<file path="config.mk">
export PLATFORM = sky130hd
export DESIGN_NAME = rpsa_regs
export DESIGN_NICKNAME = d
export VERILOG_FILES = /design/src/rpsa_pkg.sv /design/src/rpsa_regs.sv
export SDC_FILE = /design/constraint.sdc
export NUM_CORES = 1
export LEC_CHECK = 0
export ABC_AREA = 0
export BUFFER_PORTS_ARGS = -buffer_cell sky130_fd_sc_hd__buf_2
export CAP_MARGIN = 5
export CORE_MARGIN = 1.5
export CORE_UTILIZATION = 45
export DETAILED_ROUTE_END_ITERATION = 16
export PLACE_DENSITY = 0.83
export SLEW_MARGIN = 25
export SYNTH_ARGS = -nofsm -noshare
export SYNTH_HDL_FRONTEND = slang
export SYNTH_SLANG_ARGS = --single-unit
</file>
<file path="constraint.sdc">
create_clock -name i_core_clk -period 2.93 [get_ports i_core_clk]
set_clock_uncertainty 0.15 [all_clocks]
set_input_delay 0.4395 -clock i_core_clk [delete_from_list [all_inputs] [get_ports i_core_clk]]
set_output_delay 0.4395 -clock i_core_clk [all_outputs]
set_load 0.02 [all_outputs]
</file>
<file path="src/rpsa_pkg.sv">
// Package: register map, field layout, detector states and carrier types for the port status/port_administration bank
package rpsa_pkg;

  // Register indices; the byte address is four times the index
  localparam logic [5:0] RPSA_IDX_PAGE = 6'h01;
  localparam logic [5:0] RPSA_IDX_PORT_ISOLATED_FLAG = 6'h02;
  localparam logic [5:0] RPSA_IDX_JAB = 6'h03;
  localparam logic [5:0] RPSA_IDX_PORT_ADMINISTRATION = 6'h04;
  localparam logic [5:0] RPSA_IDX_CHIPID = 6'h05;
  localparam logic [5:0] RPSA_IDX_IRQ_STAT = 6'h08;
  localparam logic [5:0] RPSA_IDX_IRQ_MASK = 6'h09;

  // Bus geometry
  localparam int RPSA_ADDR_W = 8;
  localparam int RPSA_DATA_W = 32;
  localparam int RPSA_PORTS = 12;
  localparam int RPSA_IDX_LSB = 2;

  // Page select field
  localparam logic [1:0] RPSA_PAGE0 = 2'h0;
  localparam logic [1:0] RPSA_PAGE1 = 2'h1;
  localparam logic [1:0] RPSA_PAGE_RST = 2'h0;

  // Field positions
  localparam int RPSA_LAMP_TEST_BIT = 12;
  localparam int RPSA_FOUR_PAIR_BIT = 12;

  // Interrupt status layout
  localparam int RPSA_IRQ_W = 3;
  localparam int RPSA_IRQ_PORT_ISOLATED_FLAG_BIT = 0;
  localparam int RPSA_IRQ_JAB_BIT = 1;
  localparam int RPSA_IRQ_FP_BIT = 2;

  // Reset values
  localparam logic [11:0] RPSA_PORTS_RST = 12'h000;
  localparam logic [2:0] RPSA_IRQ_RST = 3'h0;

  // Four-pair detection: data-valid about five link clocks after bus-active
  localparam logic [3:0] RPSA_FP_CLKS = 4'h5;
  localparam logic [3:0] RPSA_FP_TOL = 4'h1;
  localparam logic [3:0] RPSA_FP_CNT_MAX = 4'hF;
  localparam logic [3:0] RPSA_FP_CNT_RST = 4'h0;

  // Four-pair detector states, Gray along idle-count-armed-done
  typedef enum logic [1:0] {
    RPSA_FP_IDLE = 2'h0,
    RPSA_FP_COUNT = 2'h1,
    RPSA_FP_ARMED = 2'h3,
    RPSA_FP_DONE = 2'h2
  } rpsa_fp_e;

  // Inter-repeater bus observation signals
  typedef struct packed {
    logic interrepeater_busy_n;
    logic interrepeater_data_valid_n;
    logic interrepeater_data_clock;
    logic sfd_seen;
  } rpsa_irb_s;

  // Avalon-MM request from the master
  typedef struct packed {
    logic [RPSA_ADDR_W-1:0] address;
    logic read;
    logic write;
    logic [RPSA_DATA_W-1:0] writedata;
  } rpsa_avs_req_s;

endpackage : rpsa_pkg

</file>
<file path="src/rpsa_regs.sv">
// Port status, administration and four-pair detect register bank on Avalon-MM
//
// Notes on behaviour
// - Two-bit page field chooses page zero or one
// - Partition sensed on a port sets its bit
// - Jabber detected on a port sets its bit
// - Reset clears partition and jabber status bits
// - Port_administration bit one disables port, zero enables
// - Port_administration change applies only at network idle
// - Reset leaves every port enabled
// - Lamp test lights partition lamp of disabled ports
// - Data-valid five clocks after busy plus SFD
// - Four-pair flag sticks until a zero is written to its bit or reset
`timescale 1ns/1ps
module rpsa_regs
  import rpsa_pkg::*;
(
  // Clock and reset
  input wire logic i_core_clk,
  input wire logic i_rst_n,
  // Avalon-MM slave
  input wire rpsa_avs_req_s i_avs,
  output logic [RPSA_DATA_W-1:0] o_avs_readdata,
  output logic o_avs_waitrequest,
  // Per-port events from partition and jabber machines
  input wire logic [RPSA_PORTS-1:0] i_port_isolated_flag,
  input wire logic [RPSA_PORTS-1:0] i_port_overlong_tx_flag,
  // Network idle from the repeater state machine
  input wire logic i_net_idle,
  // Inter-repeater bus monitor
  input wire rpsa_irb_s i_irb,
  // Port control
  output logic [RPSA_PORTS-1:0] o_port_off_bits,
  output logic [RPSA_PORTS-1:0] o_isolation_lamp_en,
  output logic o_four_pair_phy_seen,
  // Interrupt
  output logic o_irq
);

  ////////////////////////////////////////////////////////////////////////////
  // Bus decode

  logic [5:0] idx; // Word index from the byte address
  logic req; // Any access pending
  logic acc; // Access completes at this edge
  logic wr_acc; // Write completes at this edge
  logic on_page0; // Page-zero registers visible

  assign idx = i_avs.address[RPSA_IDX_LSB +: 6];
  assign req = i_avs.read | i_avs.write;
  assign acc = req & ~o_avs_waitrequest;
  assign wr_acc = acc & i_avs.write;

  ////////////////////////////////////////////////////////////////////////////
  // State

  logic [1:0] page_reg, page_next; // Page select
  logic [RPSA_PORTS-1:0] port_isolated_flag_reg, port_isolated_flag_next; // Partition status
  logic [RPSA_PORTS-1:0] jab_reg, jab_next; // Jabber status
  logic [RPSA_PORTS-1:0] port_administration_reg, port_administration_next; // Requested disable bits
  logic lamp_test_reg, lamp_test_next; // Isolation lamp test
  logic [RPSA_PORTS-1:0] off_reg, off_next; // Applied disable bits
  logic [RPSA_PORTS-1:0] lamp_reg, lamp_next; // Lamp enables
  logic fp_seen_reg, fp_seen_next; // Four-pair flag
  logic [RPSA_IRQ_W-1:0] irq_stat_reg, irq_stat_next; // Sticky events
  logic [RPSA_IRQ_W-1:0] irq_mask_reg, irq_mask_next; // Event mask
  logic irq_reg, irq_next; // Interrupt line
  logic wait_reg, wait_next; // Waitrequest
  logic [RPSA_DATA_W-1:0] rdata_reg, rdata_next; // Read data
  rpsa_fp_e fp_state_reg, fp_state_next; // Four-pair detector
  logic [3:0] fp_cnt_reg, fp_cnt_next; // Link clocks since busy
  logic busy_prev_reg; // Previous busy_n level
  logic lclk_prev_reg; // Previous link clock level
  logic fp_set; // Four-pair detection event
  logic busy_fall; // Bus-active assertion
  logic lclk_rise; // Link clock rising
  logic cnt_ok; // Count within tolerance

  assign on_page0 = (page_reg == RPSA_PAGE0);

  ////////////////////////////////////////////////////////////////////////////
  // Four-pair detector: link clock is sampled as a plain input, so edges are
  // seen only while it is much slower than the core clock

  assign busy_fall = busy_prev_reg & ~i_irb.interrepeater_busy_n;
  assign lclk_rise = i_irb.interrepeater_data_clock & ~lclk_prev_reg;
  assign cnt_ok = (fp_cnt_reg >= (RPSA_FP_CLKS - RPSA_FP_TOL)) && (fp_cnt_reg <= (RPSA_FP_CLKS + RPSA_FP_TOL));

  // Next detector state
  always_comb begin
    fp_state_next = fp_state_reg;
    fp_cnt_next = fp_cnt_reg;
    fp_set = 1'b0;
    case (fp_state_reg)
      RPSA_FP_IDLE: begin
        // Wait for bus-active to assert
        if (busy_fall) begin
          fp_state_next = RPSA_FP_COUNT;
          fp_cnt_next = RPSA_FP_CNT_RST;
        end
      end
      RPSA_FP_COUNT: begin
        // Count link clocks until data-valid asserts
        if (i_irb.interrepeater_busy_n) begin
          fp_state_next = RPSA_FP_IDLE;
        end else if (!i_irb.interrepeater_data_valid_n) begin
          fp_state_next = cnt_ok ? RPSA_FP_ARMED : RPSA_FP_DONE;
        end else if (lclk_rise && (fp_cnt_reg != RPSA_FP_CNT_MAX)) begin
          fp_cnt_next = fp_cnt_reg + 4'h1;
        end
      end
      RPSA_FP_ARMED: begin
        // Timing matched; the SFD completes detection
        if (i_irb.sfd_seen) begin
          fp_set = 1'b1;
          fp_state_next = RPSA_FP_DONE;
        end else if (i_irb.interrepeater_busy_n) begin
          fp_state_next = RPSA_FP_IDLE;
        end
      end
      RPSA_FP_DONE: begin
        // One verdict per frame; rearm when the bus goes quiet
        if (i_irb.interrepeater_busy_n) begin
          fp_state_next = RPSA_FP_IDLE;
        end
      end
      default: begin
        fp_state_next = RPSA_FP_IDLE;
      end
    endcase
  end

  // Detector registers
  always_ff @(posedge i_core_clk or negedge i_rst_n) begin
    if (!i_rst_n) begin
      fp_state_reg <= RPSA_FP_IDLE;
      fp_cnt_reg <= RPSA_FP_CNT_RST;
      busy_prev_reg <= 1'b1;
      lclk_prev_reg <= 1'b0;
    end else begin
      fp_state_reg <= fp_state_next;
      fp_cnt_reg <= fp_cnt_next;
      busy_prev_reg <= i_irb.interrepeater_busy_n;
      lclk_prev_reg <= i_irb.interrepeater_data_clock;
    end
  end

  ////////////////////////////////////////////////////////////////////////////
  // Register file next values

  always_comb begin
    page_next = page_reg;
    port_administration_next = port_administration_reg;
    lamp_test_next = lamp_test_reg;
    irq_mask_next = irq_mask_reg;
    // Partition and jabber bits only ever set by the machines; bus writes have no path
    port_isolated_flag_next = port_isolated_flag_reg | i_port_isolated_flag;
    jab_next = jab_reg | i_port_overlong_tx_flag;
    fp_seen_next = fp_seen_reg;
    irq_stat_next = irq_stat_reg;
    if (wr_acc) begin
      // Reserved bits are not stored, so software need not mask them
      if (idx == RPSA_IDX_PAGE) begin
        page_next = i_avs.writedata[1:0];
      end else if (on_page0 && (idx == RPSA_IDX_PORT_ADMINISTRATION)) begin
        port_administration_next = i_avs.writedata[RPSA_PORTS-1:0];
        lamp_test_next = i_avs.writedata[RPSA_LAMP_TEST_BIT];
      end else if (on_page0 && (idx == RPSA_IDX_CHIPID) && !i_avs.writedata[RPSA_FOUR_PAIR_BIT]) begin
        fp_seen_next = 1'b0; // Writing zero clears the flag
      end else if (idx == RPSA_IDX_IRQ_STAT) begin
        irq_stat_next = irq_stat_reg & ~i_avs.writedata[RPSA_IRQ_W-1:0];
      end else if (idx == RPSA_IDX_IRQ_MASK) begin
        irq_mask_next = i_avs.writedata[RPSA_IRQ_W-1:0];
      end
    end
    // Set wins over a clear in the same cycle
    if (fp_set) begin
      fp_seen_next = 1'b1;
    end
    if (|(i_port_isolated_flag & ~port_isolated_flag_reg)) begin
      irq_stat_next[RPSA_IRQ_PORT_ISOLATED_FLAG_BIT] = 1'b1;
    end
    if (|(i_port_overlong_tx_flag & ~jab_reg)) begin
      irq_stat_next[RPSA_IRQ_JAB_BIT] = 1'b1;
    end
    if (fp_set && !fp_seen_reg) begin
      irq_stat_next[RPSA_IRQ_FP_BIT] = 1'b1;
    end
    // Disable requests reach the ports only when the network is idle
    off_next = i_net_idle ? port_administration_reg : off_reg;
    // Lamp test lights disabled ports
    lamp_next = lamp_test_reg ? off_reg : RPSA_PORTS_RST;
    irq_next = |(irq_stat_reg & irq_mask_reg);
  end

  // Register file flops; reset clears status and enables every port
  always_ff @(posedge i_core_clk or negedge i_rst_n) begin
    if (!i_rst_n) begin
      page_reg <= RPSA_PAGE_RST;
      port_isolated_flag_reg <= RPSA_PORTS_RST;
      jab_reg <= RPSA_PORTS_RST;
      port_administration_reg <= RPSA_PORTS_RST;
      lamp_test_reg <= 1'b0;
      off_reg <= RPSA_PORTS_RST;
      lamp_reg <= RPSA_PORTS_RST;
      fp_seen_reg <= 1'b0;
      irq_stat_reg <= RPSA_IRQ_RST;
      irq_mask_reg <= RPSA_IRQ_RST;
      irq_reg <= 1'b0;
    end else begin
      page_reg <= page_next;
      port_isolated_flag_reg <= port_isolated_flag_next;
      jab_reg <= jab_next;
      port_administration_reg <= port_administration_next;
      lamp_test_reg <= lamp_test_next;
      off_reg <= off_next;
      lamp_reg <= lamp_next;
      fp_seen_reg <= fp_seen_next;
      irq_stat_reg <= irq_stat_next;
      irq_mask_reg <= irq_mask_next;
      irq_reg <= irq_next;
    end
  end

  ////////////////////////////////////////////////////////////////////////////
  // Bus answer: one wait cycle, then the access completes

  always_comb begin
    wait_next = ~(req & wait_reg);
    rdata_next = rdata_reg;
    if (req && wait_reg) begin
      rdata_next = '0;
      // Page one holds only the page and interrupt registers here
      if (idx == RPSA_IDX_PAGE) begin
        rdata_next[1:0] = page_reg;
      end else if (on_page0 && (idx == RPSA_IDX_PORT_ISOLATED_FLAG)) begin
        rdata_next[RPSA_PORTS-1:0] = port_isolated_flag_reg;
      end else if (on_page0 && (idx == RPSA_IDX_JAB)) begin
        rdata_next[RPSA_PORTS-1:0] = jab_reg;
      end else if (on_page0 && (idx == RPSA_IDX_PORT_ADMINISTRATION)) begin
        rdata_next[RPSA_PORTS-1:0] = port_administration_reg;
        rdata_next[RPSA_LAMP_TEST_BIT] = lamp_test_reg;
      end else if (on_page0 && (idx == RPSA_IDX_CHIPID)) begin
        rdata_next[RPSA_FOUR_PAIR_BIT] = fp_seen_reg;
      end else if (idx == RPSA_IDX_IRQ_STAT) begin
        rdata_next[RPSA_IRQ_W-1:0] = irq_stat_reg;
      end else if (idx == RPSA_IDX_IRQ_MASK) begin
        rdata_next[RPSA_IRQ_W-1:0] = irq_mask_reg;
      end
    end
  end

  // Bus flops
  always_ff @(posedge i_core_clk or negedge i_rst_n) begin
    if (!i_rst_n) begin
      wait_reg <= 1'b1;
      rdata_reg <= '0;
    end else begin
      wait_reg <= wait_next;
      rdata_reg <= rdata_next;
    end
  end

  assign o_avs_waitrequest = wait_reg;
  assign o_avs_readdata = rdata_reg;
  assign o_port_off_bits = off_reg;
  assign o_isolation_lamp_en = lamp_reg;
  assign o_four_pair_phy_seen = fp_seen_reg;
  assign o_irq = irq_reg;

  ////////////////////////////////////////////////////////////////////////////
  // Assertions

  property p_page_wr;
    @(posedge i_core_clk) disable iff (!i_rst_n)
      (wr_acc && idx == RPSA_IDX_PAGE) |=> (page_reg == $past(i_avs.writedata[1:0]));
  endproperty
  a_page_wr: assert property (p_page_wr) else $error("page write not stored");

  property p_page1_hide;
    @(posedge i_core_clk) disable iff (!i_rst_n)
      (req && wait_reg && page_reg == RPSA_PAGE1 && idx == RPSA_IDX_PORT_ISOLATED_FLAG) |=> (o_avs_readdata == '0);
  endproperty
  a_page1_hide: assert property (p_page1_hide) else $error("page one shows page zero status");

  property p_port_isolated_flag_set;
    @(posedge i_core_clk) disable iff (!i_rst_n)
      ##1 ((port_isolated_flag_reg & $past(i_port_isolated_flag)) == $past(i_port_isolated_flag));
  endproperty
  a_port_isolated_flag_set: assert property (p_port_isolated_flag_set) else $error("partition event not recorded");

  property p_jab_set;
    @(posedge i_core_clk) disable iff (!i_rst_n)
      ##1 ((jab_reg & $past(i_port_overlong_tx_flag)) == $past(i_port_overlong_tx_flag));
  endproperty
  a_jab_set: assert property (p_jab_set) else $error("jabber event not recorded");

  property p_status_keep;
    @(posedge i_core_clk) disable iff (!i_rst_n)
      ##1 (((port_isolated_flag_reg & $past(port_isolated_flag_reg)) == $past(port_isolated_flag_reg)) && ((jab_reg & $past(jab_reg)) == $past(jab_reg)));
  endproperty
  a_status_keep: assert property (p_status_keep) else $error("status bit cleared without reset");

  property p_off_hold;
    @(posedge i_core_clk) disable iff (!i_rst_n)
      !i_net_idle |=> $stable(o_port_off_bits);
  endproperty
  a_off_hold: assert property (p_off_hold) else $error("port state changed outside idle");

  property p_off_apply;
    @(posedge i_core_clk) disable iff (!i_rst_n)
      i_net_idle |=> (o_port_off_bits == $past(port_administration_reg));
  endproperty
  a_off_apply: assert property (p_off_apply) else $error("idle did not apply port_administration bits");

  property p_lamp;
    @(posedge i_core_clk) disable iff (!i_rst_n)
      lamp_test_reg |=> (o_isolation_lamp_en == $past(o_port_off_bits));
  endproperty
  a_lamp: assert property (p_lamp) else $error("lamp test not following disabled ports");

  property p_fp_set;
    @(posedge i_core_clk) disable iff (!i_rst_n)
      (fp_state_reg == RPSA_FP_ARMED && i_irb.sfd_seen) |=> o_four_pair_phy_seen && (irq_stat_reg[RPSA_IRQ_FP_BIT] || $past(fp_seen_reg));
  endproperty
  a_fp_set: assert property (p_fp_set) else $error("four-pair flag not set");

  property p_fp_stick;
    @(posedge i_core_clk) disable iff (!i_rst_n)
      (o_four_pair_phy_seen && !(wr_acc && idx == RPSA_IDX_CHIPID)) |=> o_four_pair_phy_seen;
  endproperty
  a_fp_stick: assert property (p_fp_stick) else $error("four-pair flag dropped");

  property p_wait_ack;
    @(posedge i_core_clk) disable iff (!i_rst_n)
      (req && o_avs_waitrequest) |=> !o_avs_waitrequest ##1 o_avs_waitrequest;
  endproperty
  a_wait_ack: assert property (p_wait_ack) else $error("bus answer timing wrong");

endmodule : rpsa_regs

</file>
==> results.txt, run 1 <==
----------------------------------------------------
[Run status]
  Result of the run ... complete, no violations

[GRT]
  Overall overflow remaining after global route ... 0
  Maximum number of pins on one net before global-route repair ... 94
  Met1 global-route usage ... 0.256
  Global-route track usage on met3 ... 0.0401
  Most utilized layer in the global route result ... met2
  Grt met2 use ... 0.301
  Antenna violations before repair ... 0
  First-pass GRT wire length ... 14800 µm
  Vias in the first global route ... 3026
  Overall fraction of global-route tracks in use ... 0.190

[Cells and area]
  Most common library cell in the layout ignoring fill and taps ... sky130_fd_sc_hd__dfrtp_1
  Final instance count without filler cells ... 572
  Number of nets in the final layout ... 530
  Highest-count cells in the layout ignoring fill and taps ... 91 x sky130_fd_sc_hd__dfrtp_1, 90 x sky130_fd_sc_hd__buf_2, 29 x sky130_fd_sc_hd__inv_1
  Area of combinational cells with multiple inputs ... 1620 µm²
  Syn-to-layout area delta ... 16.7%
  Final-layout fill cell count ... 804
  Number of flip-flops under the largest register name ... 13
  Number of antenna cells inserted ... 0
  Proportion of layout cells with a drive suffix above 1 ... 0.386
  Sequential Area ... 2330 µm²
  Design Area, Final ... 4900 µm²

[Die]
  Ports placed on the boundary ... 132
  Initial standard-cell utilization of the core ... 0.459
  Horizontal extent of the die ... 99.6 µm
  Area of the die ... 9930 µm²
  Cell row count ... 35
  Vertical die dimension ... 99.6 µm
  Core box area ... 9150 µm²

[Worst setup path]
  Req. time, crit path ... 3.01 ns
  Endpoint arrival time on the critical path ... 2.14 ns
  Sort of element at the start of the critical path ... register
  Delay contributed by the slowest stage of the critical path ... 0.55 ns
  Total stage count of the critical path ... 5
  Worst setup EP type ... register
  Cell with the largest stage delay on the worst path ... sky130_fd_sc_hd__dfstp_2
  Worst-path cell chain ... o21a_1 > inv_1 > or2_2 > a21oi_1 > a211oi_2
  Type of the setup path with the least slack ... register to register
  CP max FO ... 16
  Number of cells traversed by the worst register-to-register path ... 5
  CP Buf/Inv Count ... 1
  Cell family with the largest share of critical-path delay ... flip-flops

[Routing]
  Detail Route Antenna Nets ... 0
  Avg WL per Cell ... 15.6 µm
  Vias/cell ... 5.28
  Count of vias placed by the detailed router ... 3022
  Total Wirelength ... 8950 µm
  Pre-antenna DRT Iters ... 5
  Number of remaining DRC errors ... 0
  DRC violation total after the first TritonRoute iteration ... 185

[Place]
  IO buf count ... 91
  Area after detailed placement ... 4690 µm²
  Number of instances in the placed design ... 555
  Weighted congestion reported at the end of routability-driven placement ... 0.871
  Final HPWL from detailed placement ... 6730 µm

[Logic synthesis]
  Most used flip-flop cell after synthesis ... sky130_fd_sc_hd__dfrtp_1
  Area contributors post-synth ... sky130_fd_sc_hd__dfrtp_1 54%, sky130_fd_sc_hd__mux2_2 6.2%, sky130_fd_sc_hd__or2_2 3.7%
  Count of different cell masters after synthesis ... 57
  Synth Warn # ... 0
  Top cell type's share of synthesized area ... 0.542
  #FFs+latches synth ... 93
  Share of synthesized registers carrying an async set or reset ... 1.00
  Most area-hungry cell type in the Yosys netlist ... sky130_fd_sc_hd__dfrtp_1
  Number of enable-type register cells in the synthesized netlist ... 0
  Synthesized area per cell ... 11.6 µm²
  Portion of the post-synthesis area used by sequential elements ... 0.554
  Mapped Area ... 4200 µm²
  Count of mapped cells out of synthesis ... 362

[Clocking]
  Num Clock Sinks ... 93
  Clock insertion delay at the later pin of the skew report ... 0.35 ns
  Bufs on Longest Clock Path ... 2
  Resized Gates After CTS ... 0
  Clk slew on worst S/H paths ... 0.09 ns
  Root Driver ... sky130_fd_sc_hd__clkbuf_8
  CTS Hold Bufs ... 1
  Setup fix buffers added after clock tree synthesis ... 0
  Clock buffer count from CTS ... 9
  Clock tree from TritonCTS ... done
  Maximum level of the CTS H-tree ... 3

[STA]
  F_max ... 485 MHz
  Final critical delay including setup and external delays ... 2.06 ns
  Worst-case hold slack ... 0.0654 ns
  Setup total negative slack ... 0 ns
  Final count of pins violating max slew ... 0
  Setup repair after global routing missed its margin ... no
  Worst-case headroom to the max-slew limit ... 0.674
  Total count of hold-check failures in the final report ... 0
  Final setup violation count ... 0
  Worst slew pin tran ... 0.482 ns
  Final worst path period share ... 0.703

[Power]
  Highest ir drop seen on vdd ... 0.224 mV
  PnR Total Power ... 0.00264 W
  Leak ... 2.51 nW
  PwrDens ... 538 nW/µm²

[Min path]
  Worst Hold Path Cells ... 1
  Hold crit path type ... input pin to register

[Job]
  # Max-Cap Violations ... 0

----------------------------------------------------
per-stage QoR:
| step | util | worst slack, ns |
|---|---|---|
| after floorplan | - | 1.02 |
| after global placement | 0.512 | 0.706 |
| after detailed placement | 0.512 | 0.688 |
| after CTS | 0.536 | 0.876 |
| after global routing | 0.536 | 0.787 |
| final | 0.536 | 0.869 |
Yosys cell counts, drive strengths merged (5+ instances only):
library cell / n
a221oi: 7
nand2: 22
a22oi: 8
and2: 12
mux2: 33
o21ai: 21
dfrtp: 91
o22ai: 6
nor2: 10
nand3: 9
a21oi: 5
mux2i: 5
or2: 26
inv: 29
buf: 27
layer usage:
metal,share of wire,up-vias
met5,0,-
met4,0.019,0
met3,0.057,13
met1,0.45,1494
li1,-,1408
met2,0.47,107
area by class of cell:
| type | instances | share of cell area |
|---|---|---|
| Tap cell | 111 | 0.0283 |
| Inverter | 29 | 0.0222 |
| Clock buffer | 10 | 0.0281 |
| Clock inverter | 6 | 0.0140 |
| Timing Repair Buffer | 94 | 0.101 |
| Multi-Input combinational cell | 229 | 0.331 |
| Sequential cell | 93 | 0.475 |
cell families after synthesis:
kind of cell / count (synthesis) / synth area share
muxes: 38 / 0.109
AOI/OAI and AO/OA: 67 / 0.113
and+or+nand+nor: 103 / 0.142
adders and majority gates: 1 / 0.00298
buffers and inverters: 58 / 0.0753
other: 1 / 0.000893
xor gates and xnor gates: 1 / 0.00208
DFF: 93 / 0.554
power breakdown:
part           switching (W)  total, W  leakage, nW  internal [W]
clock               0.000451  0.000875        0.103      0.000424
sequential         0.0000633   0.00142         1.14       0.00136
combinational       0.000211  0.000345         1.27      0.000134
total               0.000726   0.00264         2.51       0.00191
worst paths after layout:
check,start,endpoint,slack (ns)
max in group asynchronous,i_rst_n,o_avs_waitrequest$_DFF_PN1_,1.72
setup reg to reg,o_avs_waitrequest$_DFF_PN1_,o_avs_readdata[2]$_DFFE_PN0P_,0.87
setup / recovery,o_avs_waitrequest$_DFF_PN1_,o_avs_readdata[2]$_DFFE_PN0P_,0.87
hold reg to reg,jab_reg[2]$_DFF_PN0_,jab_reg[2]$_DFF_PN0_,0.32
hold / removal,i_irb[1],lclk_prev_reg$_DFF_PN0_,0.07
min in group asynchronous,i_rst_n,o_isolation_lamp_en[0]$_DFF_PN0_,0.52
Note: power is estimated with default switching activity, not from simulation.
==> run 2: changes to the inputs <==
--- a/config.mk
+++ b/config.mk
@@ -5,13 +5,13 @@
 export SDC_FILE = /design/constraint.sdc
 export NUM_CORES = 1
 export LEC_CHECK = 0
-export ABC_AREA = 0
+export ABC_AREA = 1
 export BUFFER_PORTS_ARGS = -buffer_cell sky130_fd_sc_hd__buf_2
 export CAP_MARGIN = 5
 export CORE_MARGIN = 1.5
 export CORE_UTILIZATION = 45
 export DETAILED_ROUTE_END_ITERATION = 16
-export PLACE_DENSITY = 0.83
+export PLACE_DENSITY = 0.85
 export SLEW_MARGIN = 25
 export SYNTH_ARGS = -nofsm -noshare
 export SYNTH_HDL_FRONTEND = slang
==> constraint.sdc (replaced) <==
create_clock -name i_core_clk -period 1.7 [get_ports i_core_clk]
set_clock_uncertainty 0.15 [all_clocks]
set_input_delay 0.255 -clock i_core_clk [delete_from_list [all_inputs] [get_ports i_core_clk]]
set_output_delay 0.255 -clock i_core_clk [all_outputs]
set_load 0.02 [all_outputs]
==> results.txt, run 2 <==
----------------------------------------------------
[Run status]
  Result of the run ... complete, no violations

[Place]
  Final HPWL from detailed placement ... 7480 µm
  Weighted congestion reported at the end of routability-driven placement ... 0.898
  Pre-CTS setup slack ... 0.0797 ns
  IO buf count ... 91

[Logic synthesis]
  Count of different cell masters after synthesis ... 36
  Number of enable-type register cells in the synthesized netlist ... 0
  Most area-hungry cell type in the Yosys netlist ... sky130_fd_sc_hd__dfrtp_1
  Area contributors post-synth ... sky130_fd_sc_hd__dfrtp_1 53%, sky130_fd_sc_hd__nand2_1 8.9%, sky130_fd_sc_hd__inv_1 7.2%
  Count of mapped cells out of synthesis ... 486
  Top-count cell post-synth ... sky130_fd_sc_hd__nand2_1
  Synth Warn # ... 0
  #FFs+latches synth ... 93
  Synthesized area per cell ... 8.85 µm²
  Top cell type's share of synthesized area ... 0.530
  Most used flip-flop cell after synthesis ... sky130_fd_sc_hd__dfrtp_1
  Share of synthesized registers carrying an async set or reset ... 1.00
  Mapped Area ... 4300 µm²
  Commonest cells post-synth ... 102 x sky130_fd_sc_hd__nand2_1, 91 x sky130_fd_sc_hd__dfrtp_1, 83 x sky130_fd_sc_hd__inv_1, 38 x sky130_fd_sc_hd__nor2_1
  Portion of the post-synthesis area used by sequential elements ... 0.542

[Worst setup path]
  Req. time, crit path ... 1.81 ns
  Sort of element at the start of the critical path ... register
  CP max FO ... 26
  Type of the setup path with the least slack ... register to register
  Worst setup EP type ... register
  Endpoint arrival time on the critical path ... 1.70 ns

[Die]
  Horizontal extent of the die ... 101 µm
  Core box area ... 9240 µm²
  Area of the die ... 10100 µm²
  Cell row count ... 35
  Initial standard-cell utilization of the core ... 0.465
  Ports placed on the boundary ... 132
  Vertical die dimension ... 101 µm

[Cells and area]
  Most common library cell in the layout ignoring fill and taps ... sky130_fd_sc_hd__nand2_1
  Number of flip-flops under the largest register name ... 13
  Highest-count cells in the layout ignoring fill and taps ... 102 x sky130_fd_sc_hd__nand2_1, 91 x sky130_fd_sc_hd__dfrtp_1, 90 x sky130_fd_sc_hd__buf_2
  Number of nets in the final layout ... 702
  Proportion of layout cells with a drive suffix above 1 ... 0.269
  Number of antenna cells inserted ... 0
  Syn-to-layout area delta ... 27.4%
  Final-layout fill cell count ... 767

[Routing]
  Number of remaining DRC errors ... 0
  Avg WL per Cell ... 12.8 µm
  Count of vias placed by the detailed router ... 3523
  DRC violation total after the first TritonRoute iteration ... 127
  Detail Route Antenna Nets ... 0
  Vias/cell ... 4.62
  Pre-antenna DRT Iters ... 4
  Total Wirelength ... 9760 µm

[STA]
  Final count of pins violating max slew ... 0
  Setup repair after global routing missed its margin ... no
  Setup total negative slack ... 0 ns
  Post-route worst setup slack ... 0.107 ns
  Final setup violation count ... 0
  Final worst path period share ... 0.937
  Total count of hold-check failures in the final report ... 0
  F_max ... 628 MHz
  Final critical delay including setup and external delays ... 1.59 ns

[Clocking]
  Maximum level of the CTS H-tree ... 3
  Bufs on Longest Clock Path ... 2
  Clock buffer count from CTS ... 9
  Num Clock Sinks ... 93
  Clock tree from TritonCTS ... done
  Clock insertion delay at the later pin of the skew report ... 0.36 ns
  Clk slew on worst S/H paths ... 0.10 ns
  Setup fix buffers added after clock tree synthesis ... 0
  Root Driver ... sky130_fd_sc_hd__clkbuf_8

[GRT]
  First-pass GRT wire length ... 16000 µm
  Maximum number of pins on one net before global-route repair ... 31
  Overall overflow remaining after global route ... 0
  Overall fraction of global-route tracks in use ... 0.204
  Antenna violations before repair ... 0
  Vias in the first global route ... 3436

[Power]
  PwrDens ... 875 nW/µm²
  Leak ... 2.92 nW
  Highest ir drop seen on vdd ... 0.495 mV

[Job]
  # Max-Cap Violations ... 0

[Min path]
  Hold crit path type ... input pin to register

----------------------------------------------------
## run 2: cell types whose count changed after synthesis, moves of 12 or more
| cell | delta |
|---|---|
| sky130_fd_sc_hd__a21oi_1 | +14 |
| sky130_fd_sc_hd__mux2_2 | -19 |
| sky130_fd_sc_hd__nand2_1 | +80 |
| sky130_fd_sc_hd__and2_1 | -12 |
| sky130_fd_sc_hd__nand4_1 | +13 |
| sky130_fd_sc_hd__inv_1 | +54 |
| sky130_fd_sc_hd__nor2_1 | +29 |
## run 2: cells by family (layout without fill, tap and decap cells)
family,after synthesis,after routing,share of synthesized area
and+or+nand+nor,205,205,0.225
DFF,93,93,0.542
other,1,19,0.000872
xor gates and xnor gates,1,1,0.00204
buffers and inverters,113,242,0.122
adders and majority gates,1,1,0.00291
AOI/OAI and AO/OA,68,68,0.0952
muxes,4,4,0.0105
## run 2: metrics by stage
stage               total power [W]  std cells  area [µm²]  hold WS [ns]   util
detailed placement          0.00336        711        4930        0.0559  0.534
global route                0.00504        762        5480        0.0269  0.593
finish                      0.00479        762        5480        0.0242  0.593
global placement            0.00332        711        4930        0.0592  0.534
CTS                         0.00483        762        5470       0.00276  0.592
floorplan                   0.00305        504        4370        -0.191      -
## run 2: final timing paths
check / from / to / slack, ns / cells past startpoint
worst max-delay path: page_reg[0]$_DFFE_PN0P_ / port_administration_reg[7]$_DFFE_PN0P_ / 0.11 / 7
worst min-delay path: i_avs[8] / port_administration_reg[8]$_DFFE_PN0P_ / 0.02 / 3
worst max register to register: page_reg[0]$_DFFE_PN0P_ / port_administration_reg[7]$_DFFE_PN0P_ / 0.11 / 7
worst min register to register: jab_reg[5]$_DFF_PN0_ / jab_reg[5]$_DFF_PN0_ / 0.33 / 1
max in group asynchronous: i_rst_n / busy_prev_reg$_DFF_PN1_ / 0.65 / 3
min in group asynchronous: i_rst_n / o_isolation_lamp_en[0]$_DFF_PN0_ / 0.21 / 2
## run 2: cell type report
cell class | count | area [µm²] | area share
Sequential cell | 93 | 2330 | 0.426
Multi-Input combinational cell | 298 | 1520 | 0.277
Timing Repair Buffer | 139 | 943 | 0.172
Inverter | 87 | 332 | 0.0606
Tap cell | 129 | 161 | 0.0295
Clock buffer | 10 | 138 | 0.0251
Clock inverter | 6 | 52.6 | 0.00960
## run 2: metal layers
| metal | GRT usage | wire (µm) | vias up |
|---|---|---|---|
| met4 | 0.0780 | 200 | 0 |
| met1 | 0.272 | 4410 | 1631 |
| met3 | 0.0340 | 492 | 21 |
| li1 | - | - | 1766 |
| met5 | 0 | 0 | - |
| met2 | 0.336 | 4650 | 105 |
## run 2: what timing repair did
action	CTS	global route
endpoints found under the setup margin	0	3
hold buffers	35	0
gates resized for setup	0	2
hold endpoints to repair	92	0
## run 2: where the power goes
part / switching (W) / total (W) / internal [W]
sequential: 0.000126 / 0.00251 / 0.00238
combinational: 0.000533 / 0.000863 / 0.000330
clock: 0.000824 / 0.00142 / 0.000595
total: 0.00148 / 0.00479 / 0.00331
## run 2: critical path, stage by stage, from the launching register on
cell	delay [ns]
sky130_fd_sc_hd__dfrtp_1	0.43
sky130_fd_sc_hd__nor2_4	0.21
sky130_fd_sc_hd__nand4_4	0.17
sky130_fd_sc_hd__clkinv_4	0.11
sky130_fd_sc_hd__nand3_4	0.07
sky130_fd_sc_hd__buf_12	0.17
sky130_fd_sc_hd__nor2_1	0.13
sky130_fd_sc_hd__a21oi_2	0.05
